$ cat config.mk
export PLATFORM = sky130hd
export DESIGN_NAME = rmp_parser
export DESIGN_NICKNAME = d
export VERILOG_FILES = /design/src/hdl/rmp_pkg.sv /design/src/hdl/rmp_parser.sv
export VERILOG_INCLUDE_DIRS = /design/src /design/src/hdl
export SDC_FILE = /design/constraint.sdc
export NUM_CORES = 2
export LEC_CHECK = 0
export BUFFER_PORTS_ARGS = -buffer_cell sky130_fd_sc_hd__clkbuf_2
export CELL_PAD_IN_SITES_DETAIL_PLACEMENT = 0
export CELL_PAD_IN_SITES_GLOBAL_PLACEMENT = 1
export CORE_AREA = 2 2 421 423
export CTS_CLUSTER_DIAMETER = 50
export DETAILED_ROUTE_END_ITERATION = 6
export DIE_AREA = 0 0 423 425
export GPL_ROUTABILITY_DRIVEN = 0
export PLACE_DENSITY = 0.5
export RECOVER_POWER = 50
export SYNTH_ARGS = -nofsm -noshare
export SYNTH_HDL_FRONTEND = slang
export SYNTH_SLANG_ARGS = --single-unit
$ cat constraint.sdc
create_clock -name ref_clk_i -period 46.1 [get_ports ref_clk_i]
set_clock_uncertainty 0.05 [all_clocks]
set_input_delay 6.915 -clock ref_clk_i [delete_from_list [all_inputs] [get_ports ref_clk_i]]
set_output_delay 6.915 -clock ref_clk_i [all_outputs]
set_load 0.01 [all_outputs]
$ cat src/hdl/rmp_regs.svh
// Constants of the message parser: register offsets, field positions, reset values, byte counts.
// Assumes it is included by its bare name from the parser module.
`ifndef RMP_REGS_SVH
`define RMP_REGS_SVH

// Register byte offsets on the plain register port.
`define RMP_CTRL_OFS 4'h0
`define RMP_VENDOR_OFS 4'h4
`define RMP_STATUS_OFS 4'h8
`define RMP_DROPS_OFS 4'hc

// Control register fields and reset value.
`define RMP_CTRL_EN_BIT 0
`define RMP_CTRL_CHK_BIT 1
`define RMP_CTRL_RST 2'h3

// Submessage flag positions.
`define RMP_FLAG_BYTE_ORDER 0
`define RMP_FLAG_TS_INVALIDATE 1

// Header and submessage header sizes in bytes.
`define RMP_HDR_BYTES 20
`define RMP_SUBHDR_BYTES 4

// Fixed protocol identifier carried in the first four header bytes.
`define RMP_PROTO_ID 32'h52545053

// Reset values of the receiver state.
`define RMP_VERSION_CURRENT 16'h0201
`define RMP_VENDOR_UNKNOWN 16'h0000
`define RMP_PREFIX_UNKNOWN 96'h0
`define RMP_TIME_INVALID 64'hffff_ffff_ffff_ffff
`define RMP_ADDR_INVALID 128'h0
`define RMP_PORT_INVALID 32'h0

// Submessage kind codes.
`define RMP_KIND_PAD 8'h01
`define RMP_KIND_ACKNACK 8'h06
`define RMP_KIND_HEARTBEAT 8'h07
`define RMP_KIND_GAP 8'h08
`define RMP_KIND_INFO_TS 8'h09
`define RMP_KIND_INFO_SRC 8'h0c
`define RMP_KIND_INFO_DST 8'h0e
`define RMP_KIND_INFO_REPLY 8'h0f
`define RMP_KIND_NACK_FRAG 8'h12
`define RMP_KIND_HB_FRAG 8'h13
`define RMP_KIND_DATA 8'h15
`define RMP_KIND_DATA_FRAG 8'h16
`define RMP_KIND_VENDOR_LO 8'h80

// Least content lengths of the state-changing submessages.
`define RMP_MIN_SRC 20
`define RMP_MIN_DST 12
`define RMP_MIN_TS 8
`define RMP_MIN_REPLY 4
`define RMP_MIN_REPLY_LOC 28

`endif

$ cat src/hdl/rmp_pkg.sv
// Types shared by the message parser and its users.
// Assumes the constants header is on the include path.
package rmp_pkg;

	// Parser states, one-hot.
	typedef enum logic [4:0] {
		RMP_ST_IDLE = 5'b00001,
		RMP_ST_HDR = 5'b00010,
		RMP_ST_SUBHDR = 5'b00100,
		RMP_ST_BODY = 5'b01000,
		RMP_ST_DROP = 5'b10000
	} rmp_state_e;

	// What the body of the current submessage is used for.
	typedef enum logic [2:0] {
		RMP_ACT_SKIP = 3'h0,
		RMP_ACT_FWD = 3'h1,
		RMP_ACT_SRC = 3'h2,
		RMP_ACT_DST = 3'h3,
		RMP_ACT_TS = 3'h4,
		RMP_ACT_REPLY = 3'h5
	} rmp_action_e;

	// Reason the rest of a message was thrown away.
	typedef enum logic [2:0] {
		RMP_DROP_NONE = 3'h0,
		RMP_DROP_HDR_SHORT = 3'h1,
		RMP_DROP_PROTO = 3'h2,
		RMP_DROP_SUBHDR_SHORT = 3'h3,
		RMP_DROP_LENGTH = 3'h4,
		RMP_DROP_INVALID = 3'h5
	} rmp_drop_e;

	// Decoded submessage header.
	typedef struct packed {
		logic [7:0] kind;
		logic [7:0] flags;
		logic [15:0] length;
	} rmp_sub_hdr_s;

	// One reply locator.
	typedef struct packed {
		logic [31:0] kind;
		logic [31:0] port;
		logic [127:0] addr;
	} rmp_locator_s;

endpackage : rmp_pkg

$ cat src/hdl/rmp_parser.sv
// Receive-side message parser: walks the submessages of one message and keeps receiver state.
// Assumes the transport gives msg_start_i with the total length, then that many bytes.
// Notes on behaviour
// - Flag field is eight bits, fixed byte-order position.
// - Byte order flag is flag bit zero.
// - Flag clear is big-endian, set little-endian.
// - Unknown and unused flag bits are ignored.
// - Length field is sixteen bits, skips ahead.
// - Length excludes the submessage header.
// - Nonzero length gives distance to next header.
// - Zero length means last, up to end.
// - State reset per message, kept across submessages.
// - Reset version, vendor, prefixes and timestamp.
// - Unicast reply list gets one transport locator.
// - Multicast reply list gets one invalid locator.
// - Short submessage header discards rest of message.
// - Length past message end discards the rest.
// - Unknown submessage kinds are skipped.
// - Vendor kinds from unknown vendor skipped.
// - Next submessage always found from length.
// - Invalid known submessage discards the rest; the code checks only info submessage lengths against their minimums.
// - Only header and info submessages change state.
// - Endpoint submessages are forwarded to the endpoint.
// - Kind codes keep extension and vendor ranges.
// - Every message starts with the protocol header.
//
// The register offsets and the strobed register port were decided locally.
`timescale 1ns/1ns
`include "rmp_regs.svh"

module rmp_parser #(
	parameter int LEN_W = 20,
	parameter logic [15:0] KNOWN_VENDOR = 16'h0000
) (
	input wire logic ref_clk_i,
	input wire logic arst_n_i,
	input wire logic [3:0] reg_addr_i,
	input wire logic [31:0] reg_wdata_i,
	input wire logic reg_wr_i,
	input wire logic reg_rd_i,
	output logic [31:0] reg_rdata_o,
	input wire logic msg_start_i,
	input wire logic [LEN_W-1:0] msg_len_i,
	input wire logic [31:0] xport_kind_i,
	input wire logic [127:0] src_addr_i,
	input wire logic src_addr_ok_i,
	input wire logic [95:0] local_prefix_i,
	input wire logic byte_valid_i,
	input wire logic [7:0] byte_i,
	output logic sub_start_o,
	output rmp_pkg::rmp_sub_hdr_s sub_hdr_o,
	output logic sub_fwd_o,
	output logic fwd_valid_o,
	output logic [7:0] fwd_byte_o,
	output logic fwd_last_o,
	output logic msg_done_o,
	output logic msg_drop_o,
	output rmp_pkg::rmp_drop_e drop_cause_o,
	output logic [15:0] sender_protocol_version_o,
	output logic [15:0] sender_vendor_code_o,
	output logic [95:0] sender_prefix_o,
	output logic [95:0] target_prefix_o,
	output rmp_pkg::rmp_locator_s unicast_reply_list_o,
	output rmp_pkg::rmp_locator_s multicast_reply_list_o,
	output logic time_present_flag_o,
	output logic [63:0] timestamp_o
);
	import rmp_pkg::*;

	localparam logic [LEN_W-1:0] HDR_LAST = LEN_W'(`RMP_HDR_BYTES - 1);
	localparam logic [LEN_W-1:0] SUBHDR_LAST = LEN_W'(`RMP_SUBHDR_BYTES - 1);
	localparam logic [LEN_W-1:0] SUBHDR_SIZE = LEN_W'(`RMP_SUBHDR_BYTES);
	localparam logic [31:0] PROTO_ID = `RMP_PROTO_ID;

	logic rst_meta_q;
	logic rst_n_q;
	rmp_state_e st_q;
	logic [LEN_W-1:0] rem_q;
	logic [LEN_W-1:0] cnt_q;
	logic [LEN_W-1:0] body_rem_q;
	logic [LEN_W-1:0] body_q;
	logic [7:0] kind_q;
	logic [7:0] flags_q;
	logic [7:0] len_lo_q;
	rmp_action_e act_q;
	logic proto_bad_q;
	logic rep_cnt_q;
	logic [1:0] ctrl_q;
	logic [15:0] known_vendor_q;
	logic [15:0] drops_q;

	logic take;
	logic [LEN_W-1:0] rem_nx;
	logic [15:0] len_dec;
	logic [LEN_W-1:0] body_len;
	logic len_bad;
	rmp_action_e act_c;
	logic [LEN_W-1:0] min_c;
	logic inval;
	logic bnd_done;
	logic bnd_short;
	logic low_c;
	logic [4:0] off_c;
	logic le;

	// Shifts one byte into a 32-bit word in the byte order of the submessage.
	function automatic logic [31:0] shift_word(input logic [31:0] w, input logic [7:0] b, input logic little);
		return little ? {b, w[31:8]} : {w[23:0], b};
	endfunction : shift_word

	// Reset release through two flip-flops.
	always_ff @(posedge ref_clk_i or negedge arst_n_i)
	begin
		if (!arst_n_i)
		begin
			rst_meta_q <= 1'b0;
			rst_n_q <= 1'b0;
		end
		else
		begin
			rst_meta_q <= 1'b1;
			rst_n_q <= rst_meta_q;
		end
	end

	// Decisions taken on the byte being consumed.
	always_comb
	begin
		take = byte_valid_i && !msg_start_i && (st_q != RMP_ST_IDLE);
		rem_nx = rem_q - LEN_W'(1);
		le = flags_q[`RMP_FLAG_BYTE_ORDER];
		len_dec = le ? {byte_i, len_lo_q} : {len_lo_q, byte_i};
		body_len = (len_dec == 16'h0000) ? rem_nx : LEN_W'(len_dec);
		len_bad = (len_dec != 16'h0000) && (LEN_W'(len_dec) > rem_nx);
		low_c = cnt_q < LEN_W'(32);
		off_c = cnt_q[4:0];
		bnd_done = rem_nx == '0;
		bnd_short = !bnd_done && (rem_nx < SUBHDR_SIZE);
		min_c = '0;
		act_c = RMP_ACT_SKIP;
		if (kind_q >= `RMP_KIND_VENDOR_LO)
		begin
			act_c = (sender_vendor_code_o == known_vendor_q) ? RMP_ACT_FWD : RMP_ACT_SKIP;
		end
		else
		begin
			unique case (kind_q)
				`RMP_KIND_ACKNACK, `RMP_KIND_HEARTBEAT, `RMP_KIND_GAP, `RMP_KIND_NACK_FRAG,
				`RMP_KIND_HB_FRAG, `RMP_KIND_DATA, `RMP_KIND_DATA_FRAG: act_c = RMP_ACT_FWD;
				`RMP_KIND_INFO_SRC:
				begin
					act_c = RMP_ACT_SRC;
					min_c = LEN_W'(`RMP_MIN_SRC);
				end
				`RMP_KIND_INFO_DST:
				begin
					act_c = RMP_ACT_DST;
					min_c = LEN_W'(`RMP_MIN_DST);
				end
				`RMP_KIND_INFO_TS:
				begin
					act_c = RMP_ACT_TS;
					min_c = flags_q[`RMP_FLAG_TS_INVALIDATE] ? '0 : LEN_W'(`RMP_MIN_TS);
				end
				`RMP_KIND_INFO_REPLY:
				begin
					act_c = RMP_ACT_REPLY;
					min_c = LEN_W'(`RMP_MIN_REPLY);
				end
				default: act_c = RMP_ACT_SKIP;
			endcase
		end
		inval = body_len < min_c;
	end

	// Parser state machine, byte counters and submessage header capture.
	always_ff @(posedge ref_clk_i or negedge rst_n_q)
	begin
		if (!rst_n_q)
		begin
			st_q <= RMP_ST_IDLE;
			rem_q <= '0;
			cnt_q <= '0;
			body_rem_q <= '0;
			body_q <= '0;
			kind_q <= 8'h00;
			flags_q <= 8'h00;
			len_lo_q <= 8'h00;
			act_q <= RMP_ACT_SKIP;
			proto_bad_q <= 1'b0;
		end
		else if (msg_start_i && ctrl_q[`RMP_CTRL_EN_BIT])
		begin
			rem_q <= msg_len_i;
			cnt_q <= '0;
			proto_bad_q <= 1'b0;
			st_q <= (msg_len_i < LEN_W'(`RMP_HDR_BYTES)) ? RMP_ST_DROP : RMP_ST_HDR;
		end
		else if (st_q == RMP_ST_DROP && rem_q == '0)
		begin
			st_q <= RMP_ST_IDLE;
		end
		else if (take)
		begin
			rem_q <= rem_nx;
			cnt_q <= cnt_q + LEN_W'(1);
			unique case (st_q)
				RMP_ST_HDR:
				begin
					if (cnt_q < LEN_W'(4) && byte_i != PROTO_ID[8'(31 - 8 * cnt_q[1:0]) -: 8])
					begin
						proto_bad_q <= ctrl_q[`RMP_CTRL_CHK_BIT];
					end
					if (cnt_q == HDR_LAST)
					begin
						cnt_q <= '0;
						st_q <= (proto_bad_q || bnd_short) ? RMP_ST_DROP : (bnd_done ? RMP_ST_IDLE : RMP_ST_SUBHDR);
					end
				end
				RMP_ST_SUBHDR:
				begin
					if (cnt_q == '0)
						kind_q <= byte_i;
					if (cnt_q == LEN_W'(1))
						flags_q <= byte_i;
					if (cnt_q == LEN_W'(2))
						len_lo_q <= byte_i;
					if (cnt_q == SUBHDR_LAST)
					begin
						cnt_q <= '0;
						act_q <= act_c;
						body_q <= body_len;
						body_rem_q <= body_len;
						if (len_bad || inval || (body_len == '0 && bnd_short))
							st_q <= RMP_ST_DROP;
						else if (body_len == '0)
							st_q <= bnd_done ? RMP_ST_IDLE : RMP_ST_SUBHDR;
						else
							st_q <= RMP_ST_BODY;
					end
				end
				RMP_ST_BODY:
				begin
					body_rem_q <= body_rem_q - LEN_W'(1);
					if (body_rem_q == LEN_W'(1))
					begin
						cnt_q <= '0;
						st_q <= bnd_short ? RMP_ST_DROP : (bnd_done ? RMP_ST_IDLE : RMP_ST_SUBHDR);
					end
				end
				RMP_ST_DROP:
				begin
					if (bnd_done)
						st_q <= RMP_ST_IDLE;
				end
				RMP_ST_IDLE:
				begin
					cnt_q <= '0;
				end
			endcase
		end
	end

	// Receiver state: set up per message, changed by header and info submessages.
	always_ff @(posedge ref_clk_i or negedge rst_n_q)
	begin
		if (!rst_n_q)
		begin
			sender_protocol_version_o <= `RMP_VERSION_CURRENT;
			sender_vendor_code_o <= `RMP_VENDOR_UNKNOWN;
			sender_prefix_o <= `RMP_PREFIX_UNKNOWN;
			target_prefix_o <= `RMP_PREFIX_UNKNOWN;
			unicast_reply_list_o <= '{kind: 32'h0, port: `RMP_PORT_INVALID, addr: `RMP_ADDR_INVALID};
			multicast_reply_list_o <= '{kind: 32'h0, port: `RMP_PORT_INVALID, addr: `RMP_ADDR_INVALID};
			time_present_flag_o <= 1'b0;
			timestamp_o <= `RMP_TIME_INVALID;
			rep_cnt_q <= 1'b0;
		end
		else if (msg_start_i && ctrl_q[`RMP_CTRL_EN_BIT])
		begin
			sender_protocol_version_o <= `RMP_VERSION_CURRENT;
			sender_vendor_code_o <= `RMP_VENDOR_UNKNOWN;
			sender_prefix_o <= `RMP_PREFIX_UNKNOWN;
			target_prefix_o <= local_prefix_i;
			time_present_flag_o <= 1'b0;
			timestamp_o <= `RMP_TIME_INVALID;
			unicast_reply_list_o.kind <= xport_kind_i;
			unicast_reply_list_o.addr <= src_addr_ok_i ? src_addr_i : `RMP_ADDR_INVALID;
			unicast_reply_list_o.port <= `RMP_PORT_INVALID;
			multicast_reply_list_o <= '{kind: xport_kind_i, port: `RMP_PORT_INVALID, addr: `RMP_ADDR_INVALID};
		end
		else if (take && st_q == RMP_ST_HDR && low_c)
		begin
			if (off_c == 5'd4 || off_c == 5'd5)
				sender_protocol_version_o <= {sender_protocol_version_o[7:0], byte_i};
			if (off_c == 5'd6 || off_c == 5'd7)
				sender_vendor_code_o <= {sender_vendor_code_o[7:0], byte_i};
			if (off_c >= 5'd8)
				sender_prefix_o <= {sender_prefix_o[87:0], byte_i};
		end
		else if (take && st_q == RMP_ST_SUBHDR && cnt_q == SUBHDR_LAST)
		begin
			rep_cnt_q <= 1'b0;
			// only the invalidate flag is used
			if (act_c == RMP_ACT_TS && flags_q[`RMP_FLAG_TS_INVALIDATE] && !len_bad)
			begin
				time_present_flag_o <= 1'b0;
				timestamp_o <= `RMP_TIME_INVALID;
			end
		end
		else if (take && st_q == RMP_ST_BODY && low_c)
		begin
			unique case (act_q)
				RMP_ACT_SRC:
				begin
					if (off_c == 5'd4 || off_c == 5'd5)
						sender_protocol_version_o <= {sender_protocol_version_o[7:0], byte_i};
					if (off_c == 5'd6 || off_c == 5'd7)
						sender_vendor_code_o <= {sender_vendor_code_o[7:0], byte_i};
					if (off_c >= 5'd8 && off_c < 5'd20)
						sender_prefix_o <= {sender_prefix_o[87:0], byte_i};
				end
				RMP_ACT_DST:
				begin
					if (off_c < 5'd12)
						target_prefix_o <= {target_prefix_o[87:0], byte_i};
				end
				RMP_ACT_TS:
				begin
					if (!flags_q[`RMP_FLAG_TS_INVALIDATE] && off_c < 5'd4)
						timestamp_o[63:32] <= shift_word(timestamp_o[63:32], byte_i, le);
					if (!flags_q[`RMP_FLAG_TS_INVALIDATE] && off_c >= 5'd4 && off_c < 5'd8)
						timestamp_o[31:0] <= shift_word(timestamp_o[31:0], byte_i, le);
					if (!flags_q[`RMP_FLAG_TS_INVALIDATE] && off_c == 5'd7)
						time_present_flag_o <= 1'b1;
				end
				RMP_ACT_REPLY:
				begin
					if (off_c < 5'd4 && byte_i != 8'h00)
						rep_cnt_q <= 1'b1;
					if (rep_cnt_q && body_q >= LEN_W'(`RMP_MIN_REPLY_LOC))
					begin
						if (off_c >= 5'd4 && off_c < 5'd8)
							unicast_reply_list_o.kind <= shift_word(unicast_reply_list_o.kind, byte_i, le);
						if (off_c >= 5'd8 && off_c < 5'd12)
							unicast_reply_list_o.port <= shift_word(unicast_reply_list_o.port, byte_i, le);
						if (off_c >= 5'd12 && off_c < 5'd28)
							unicast_reply_list_o.addr <= {unicast_reply_list_o.addr[119:0], byte_i};
					end
				end
				default:
				begin
				end
			endcase
		end
	end

	// Event pulses and forwarded content bytes.
	always_ff @(posedge ref_clk_i or negedge rst_n_q)
	begin
		if (!rst_n_q)
		begin
			sub_start_o <= 1'b0;
			sub_hdr_o <= '0;
			sub_fwd_o <= 1'b0;
			fwd_valid_o <= 1'b0;
			fwd_byte_o <= 8'h00;
			fwd_last_o <= 1'b0;
			msg_done_o <= 1'b0;
			msg_drop_o <= 1'b0;
			drop_cause_o <= RMP_DROP_NONE;
		end
		else
		begin
			sub_start_o <= 1'b0;
			fwd_valid_o <= 1'b0;
			fwd_last_o <= 1'b0;
			msg_done_o <= 1'b0;
			msg_drop_o <= 1'b0;
			if (msg_start_i && ctrl_q[`RMP_CTRL_EN_BIT])
			begin
				if (msg_len_i < LEN_W'(`RMP_HDR_BYTES))
				begin
					msg_drop_o <= 1'b1;
					drop_cause_o <= RMP_DROP_HDR_SHORT;
				end
			end
			else if (take && st_q == RMP_ST_HDR && cnt_q == HDR_LAST)
			begin
				msg_drop_o <= proto_bad_q || bnd_short;
				drop_cause_o <= proto_bad_q ? RMP_DROP_PROTO : (bnd_short ? RMP_DROP_SUBHDR_SHORT : drop_cause_o);
				msg_done_o <= !proto_bad_q && bnd_done;
			end
			else if (take && st_q == RMP_ST_SUBHDR && cnt_q == SUBHDR_LAST)
			begin
				if (len_bad || inval)
				begin
					msg_drop_o <= 1'b1;
					drop_cause_o <= len_bad ? RMP_DROP_LENGTH : RMP_DROP_INVALID;
				end
				else
				begin
					sub_start_o <= 1'b1;
					sub_hdr_o <= '{kind: kind_q, flags: flags_q, length: len_dec};
					sub_fwd_o <= act_c == RMP_ACT_FWD;
					if (body_len == '0)
					begin
						msg_drop_o <= bnd_short;
						drop_cause_o <= bnd_short ? RMP_DROP_SUBHDR_SHORT : drop_cause_o;
						msg_done_o <= bnd_done;
					end
				end
			end
			else if (take && st_q == RMP_ST_BODY)
			begin
				fwd_valid_o <= act_q == RMP_ACT_FWD;
				fwd_byte_o <= byte_i;
				fwd_last_o <= (act_q == RMP_ACT_FWD) && (body_rem_q == LEN_W'(1));
				if (body_rem_q == LEN_W'(1))
				begin
					msg_drop_o <= bnd_short;
					drop_cause_o <= bnd_short ? RMP_DROP_SUBHDR_SHORT : drop_cause_o;
					msg_done_o <= bnd_done;
				end
			end
		end
	end

	// Register port: control, known vendor, status and drop count.
	always_ff @(posedge ref_clk_i or negedge rst_n_q)
	begin
		if (!rst_n_q)
		begin
			ctrl_q <= `RMP_CTRL_RST;
			known_vendor_q <= KNOWN_VENDOR;
			drops_q <= 16'h0000;
			reg_rdata_o <= 32'h0;
		end
		else
		begin
			if (msg_drop_o)
				drops_q <= drops_q + 16'h0001;
			if (reg_wr_i && reg_addr_i == `RMP_CTRL_OFS)
				ctrl_q <= reg_wdata_i[1:0];
			if (reg_wr_i && reg_addr_i == `RMP_VENDOR_OFS)
				known_vendor_q <= reg_wdata_i[15:0];
			reg_rdata_o <= 32'h0;
			if (reg_rd_i)
			begin
				unique case (reg_addr_i)
					`RMP_CTRL_OFS: reg_rdata_o <= {30'h0, ctrl_q};
					`RMP_VENDOR_OFS: reg_rdata_o <= {16'h0, known_vendor_q};
					`RMP_STATUS_OFS: reg_rdata_o <= {23'h0, drop_cause_o, time_present_flag_o, st_q};
					`RMP_DROPS_OFS: reg_rdata_o <= {16'h0, drops_q};
					default: reg_rdata_o <= 32'h0;
				endcase
			end
		end
	end

endmodule : rmp_parser

==> out/qor.yml <==
synth_ff_type: "dfrtp_1"
worstPathMaxFanout: 145
max_freq_ghz: 0.0714
yosysTopAreaCell: "dfrtp_1"
critPathKind: "reg -> async"
fin_nets: 5011
grt_max_degree: 167
holdCritStartpoint: "rst_meta_q"
drt_first_pass_iters: 6
hold_depth: 0
cts-htree-levels: 3
die_w_um: 423
drt_iter0_markers: 2148
crit_start: "rst_n_q"
cts-hold-fix-buffers: 0
ys_warn_count: 0
worst_pin_slew_ps: 8230
post-route-period-util_pct: 30.4
fillers: 19342
setup_ws_ps: 32090
leakagePower_uw: 0.0206
gr-total-overflow: 0
synth-async-reset-ratio_pct: 100
cp.required_ps: 44880
dpl_cell_area_um2: 42000
clock_latency_ps: 770
numCtsBuffers: 121
p_per_area_nw_per_um2: 64.9
p_total_uw: 2980
finalWirelength_um: 169000
start_util_pct: 20.4
netlist_instances: 3868
vias: 31639
die_area_um2: 180000
grt_first_pass_wirelength_um: 236000
violations: "capacitance limit, slew limit"
ys_top_cells_by_area: "dfrtp_1 (46%), nand2_1 (8.5%), dfstp_2 (5.1%), a31oi_1 (4.0%), buf_4 (3.7%)"
layout-drive-gt1-share_pct: 24.7
stdcell_area_um2: 45900
power.share.combinational_pct: 32.0
end_kind: "asynchronous set/reset pin"
clock-sinks: 726
synth.distinct_cells: 85
intPower_uw: 1770
max_cap_viol_count: 13
synth.most_common_cell: "nand2_1"
area_growth_pct: 28.2
path_clk_slew_ps: 50
synth_common_cells: "nand2_1 (811), dfrtp_1 (657), nor2_1 (328)"
wl_per_cell_um: 23.8
viasPerCell: 4.45
grt_antenna_before_repair: 30
hp-class: "reg -> reg"
power_switching_uw: 1210
clkPwrFrac_pct: 31.8
antenna_left: 0
final_hold_viol_count: 0
grtUsageTotal_pct: 18.1
fin_crit_ps: 14010
syn_avg_cell_area_um2: 9.26
core_um2: 175000
cp-start-kind: "register"
rsz0062_at_grt: "no"
arrival_ps: 12790
netlist_area_um2: 35800
switching_share_pct: 40.6
r2r_cells: 3
post-place-ws_ps: 34600
fp.dieH_um: 425
yosysSeqAreaShare_pct: 51.0
final-setup-viol-count: 0
cts_max_path_buffers: 3
cts_root_buffer: "clkbuf_16"
post_cts_resized: 0
p_seq_share_pct: 36.2
status: "complete, but fails checks"
cts_tree: "done"
drv_slew: 850
ys_ff_latch: 726
rr_startpoint: "rst_n_q"
remaining_drc_errors: 0
relSlewSlack_pct: -448
synth_edf_count: 0
boundaryPins: 1081
grt_pass1_vias: 30939
tns_ps: 0
ir_drop_mv: 0.0360
fp-row-count: 154
io_buffers: 888
cts_setup_buffers: 0
synth_top_area_share_pct: 45.9
place_hpwl_um: 126000
[cell families after synthesis]
kind of cell,synth area share (%)
flip-flops,51.0
multiplexers,7.39
AO/OA/AOI/OAI,13.1
adder cells (fa/ha/maj),0.943
XOR/XNOR,1.44
other,0.0210
AND/OR/NAND/NOR,18.5
buffers and inverters,7.65
[metal layers]
layer / up-vias / wire length (µm) / track usage, % / share of wire (%)
li1: 14688 / - / - / -
met1: 15678 / 70500 / 22.5 / 42
met5: - / 13 / 0 / 0.0077
met3: 230 / 13100 / 5.61 / 7.7
met2: 1041 / 81100 / 29.6 / 48
met4: 2 / 4680 / 5.82 / 2.8
[per-stage QoR]
stage               hold WS (ps)  cells  util, %
floorplan                    281   4043        -
global placement             284   6874     23.9
detailed placement           288   6874     23.9
CTS                          300   7103     26.4
global route                 312   7111     26.2
finish                       297   7114     26.2
[state kept, by name, summed over array words and instances, names as in the netlist, 5 cells and up]
name                       count
flags_q                        8
kind_q                         8
sender_vendor_code_o          16
sender_prefix_o               96
reg_rdata_o                   16
drops_q                       16
st_q                           5
len_lo_q                       8
body_q                        18
target_prefix_o               96
rem_q                         20
sender_protocol_version_o     16
multicast_reply_list_o        32
fwd_byte_o                     8
unicast_reply_list_o         192
sub_hdr_o                     32
cnt_q                         20
body_rem_q                    20
known_vendor_q                16
timestamp_o                   64
[final timing paths]
check / slack (ps) / endpoint
max in group ref_clk_i: 34090 / unicast_reply_list_o[160]
hold reg to reg: 300 / rst_n_q
setup reg to reg: 32090 / sender_prefix_o[93]
min in group asynchronous: 1130 / target_prefix_o[20]
hold / removal: 300 / rst_n_q
setup / recovery: 32090 / sender_prefix_o[93]
[cell type report]
type                       instances  area [µm²]  share of cell area (%)
clock buffer                     158        3430                    7.47
multi-input combinational       2790       15600                    34.0
timing repair buffer             940        4570                    9.96
tap                             2340        2930                    6.38
sequential                       726       18300                    39.8
antenna                           11        27.5                  0.0599
inverter                          78         293                   0.638
clock inverter                    71         821                    1.79
[critical path: stages, from the launching register on]
cell and delay (ps):
dfrtp_1 2230, clkbuf_1 1370, clkbuf_1 2420, clkbuf_1 5730
[layout by cell type (no fill, tap or decap), drive strengths merged, types with 11 or more instances in the layout]
| master | count |
|---|---|
| a22oi | 46 |
| o31ai | 40 |
| nand4 | 22 |
| clkinv | 33 |
| nor4 | 41 |
| mux2i | 85 |
| diode | 11 |
| buf | 39 |
| nand3 | 185 |
| o21ai | 254 |
| or4 | 18 |
| dfstp | 69 |
| mux2 | 150 |
| or3 | 17 |
| dfrtp | 657 |
| clkinvlp | 14 |
| conb | 177 |
| nand2 | 811 |
| a21oi | 69 |
| xnor2 | 48 |
| clkbuf | 1059 |
| nand2b | 21 |
| nor2 | 328 |
| a221o | 11 |
| inv | 93 |
| a31oi | 231 |
| nor3 | 37 |
| nor2b | 13 |
| ha | 27 |
| xor2 | 11 |
[power by group through the flow]
stage / Combinational [µW] / Clock [µW] / Sequential (µW)
floorplan: 483 / 0 / 1080
global placement: 977 / 0 / 1080
detailed placement: 979 / 0 / 1090
CTS: 982 / 974 / 1080
global route: 1050 / 1000 / 1110
finish: 955 / 947 / 1080
Power figures use the tool's default switching activity.
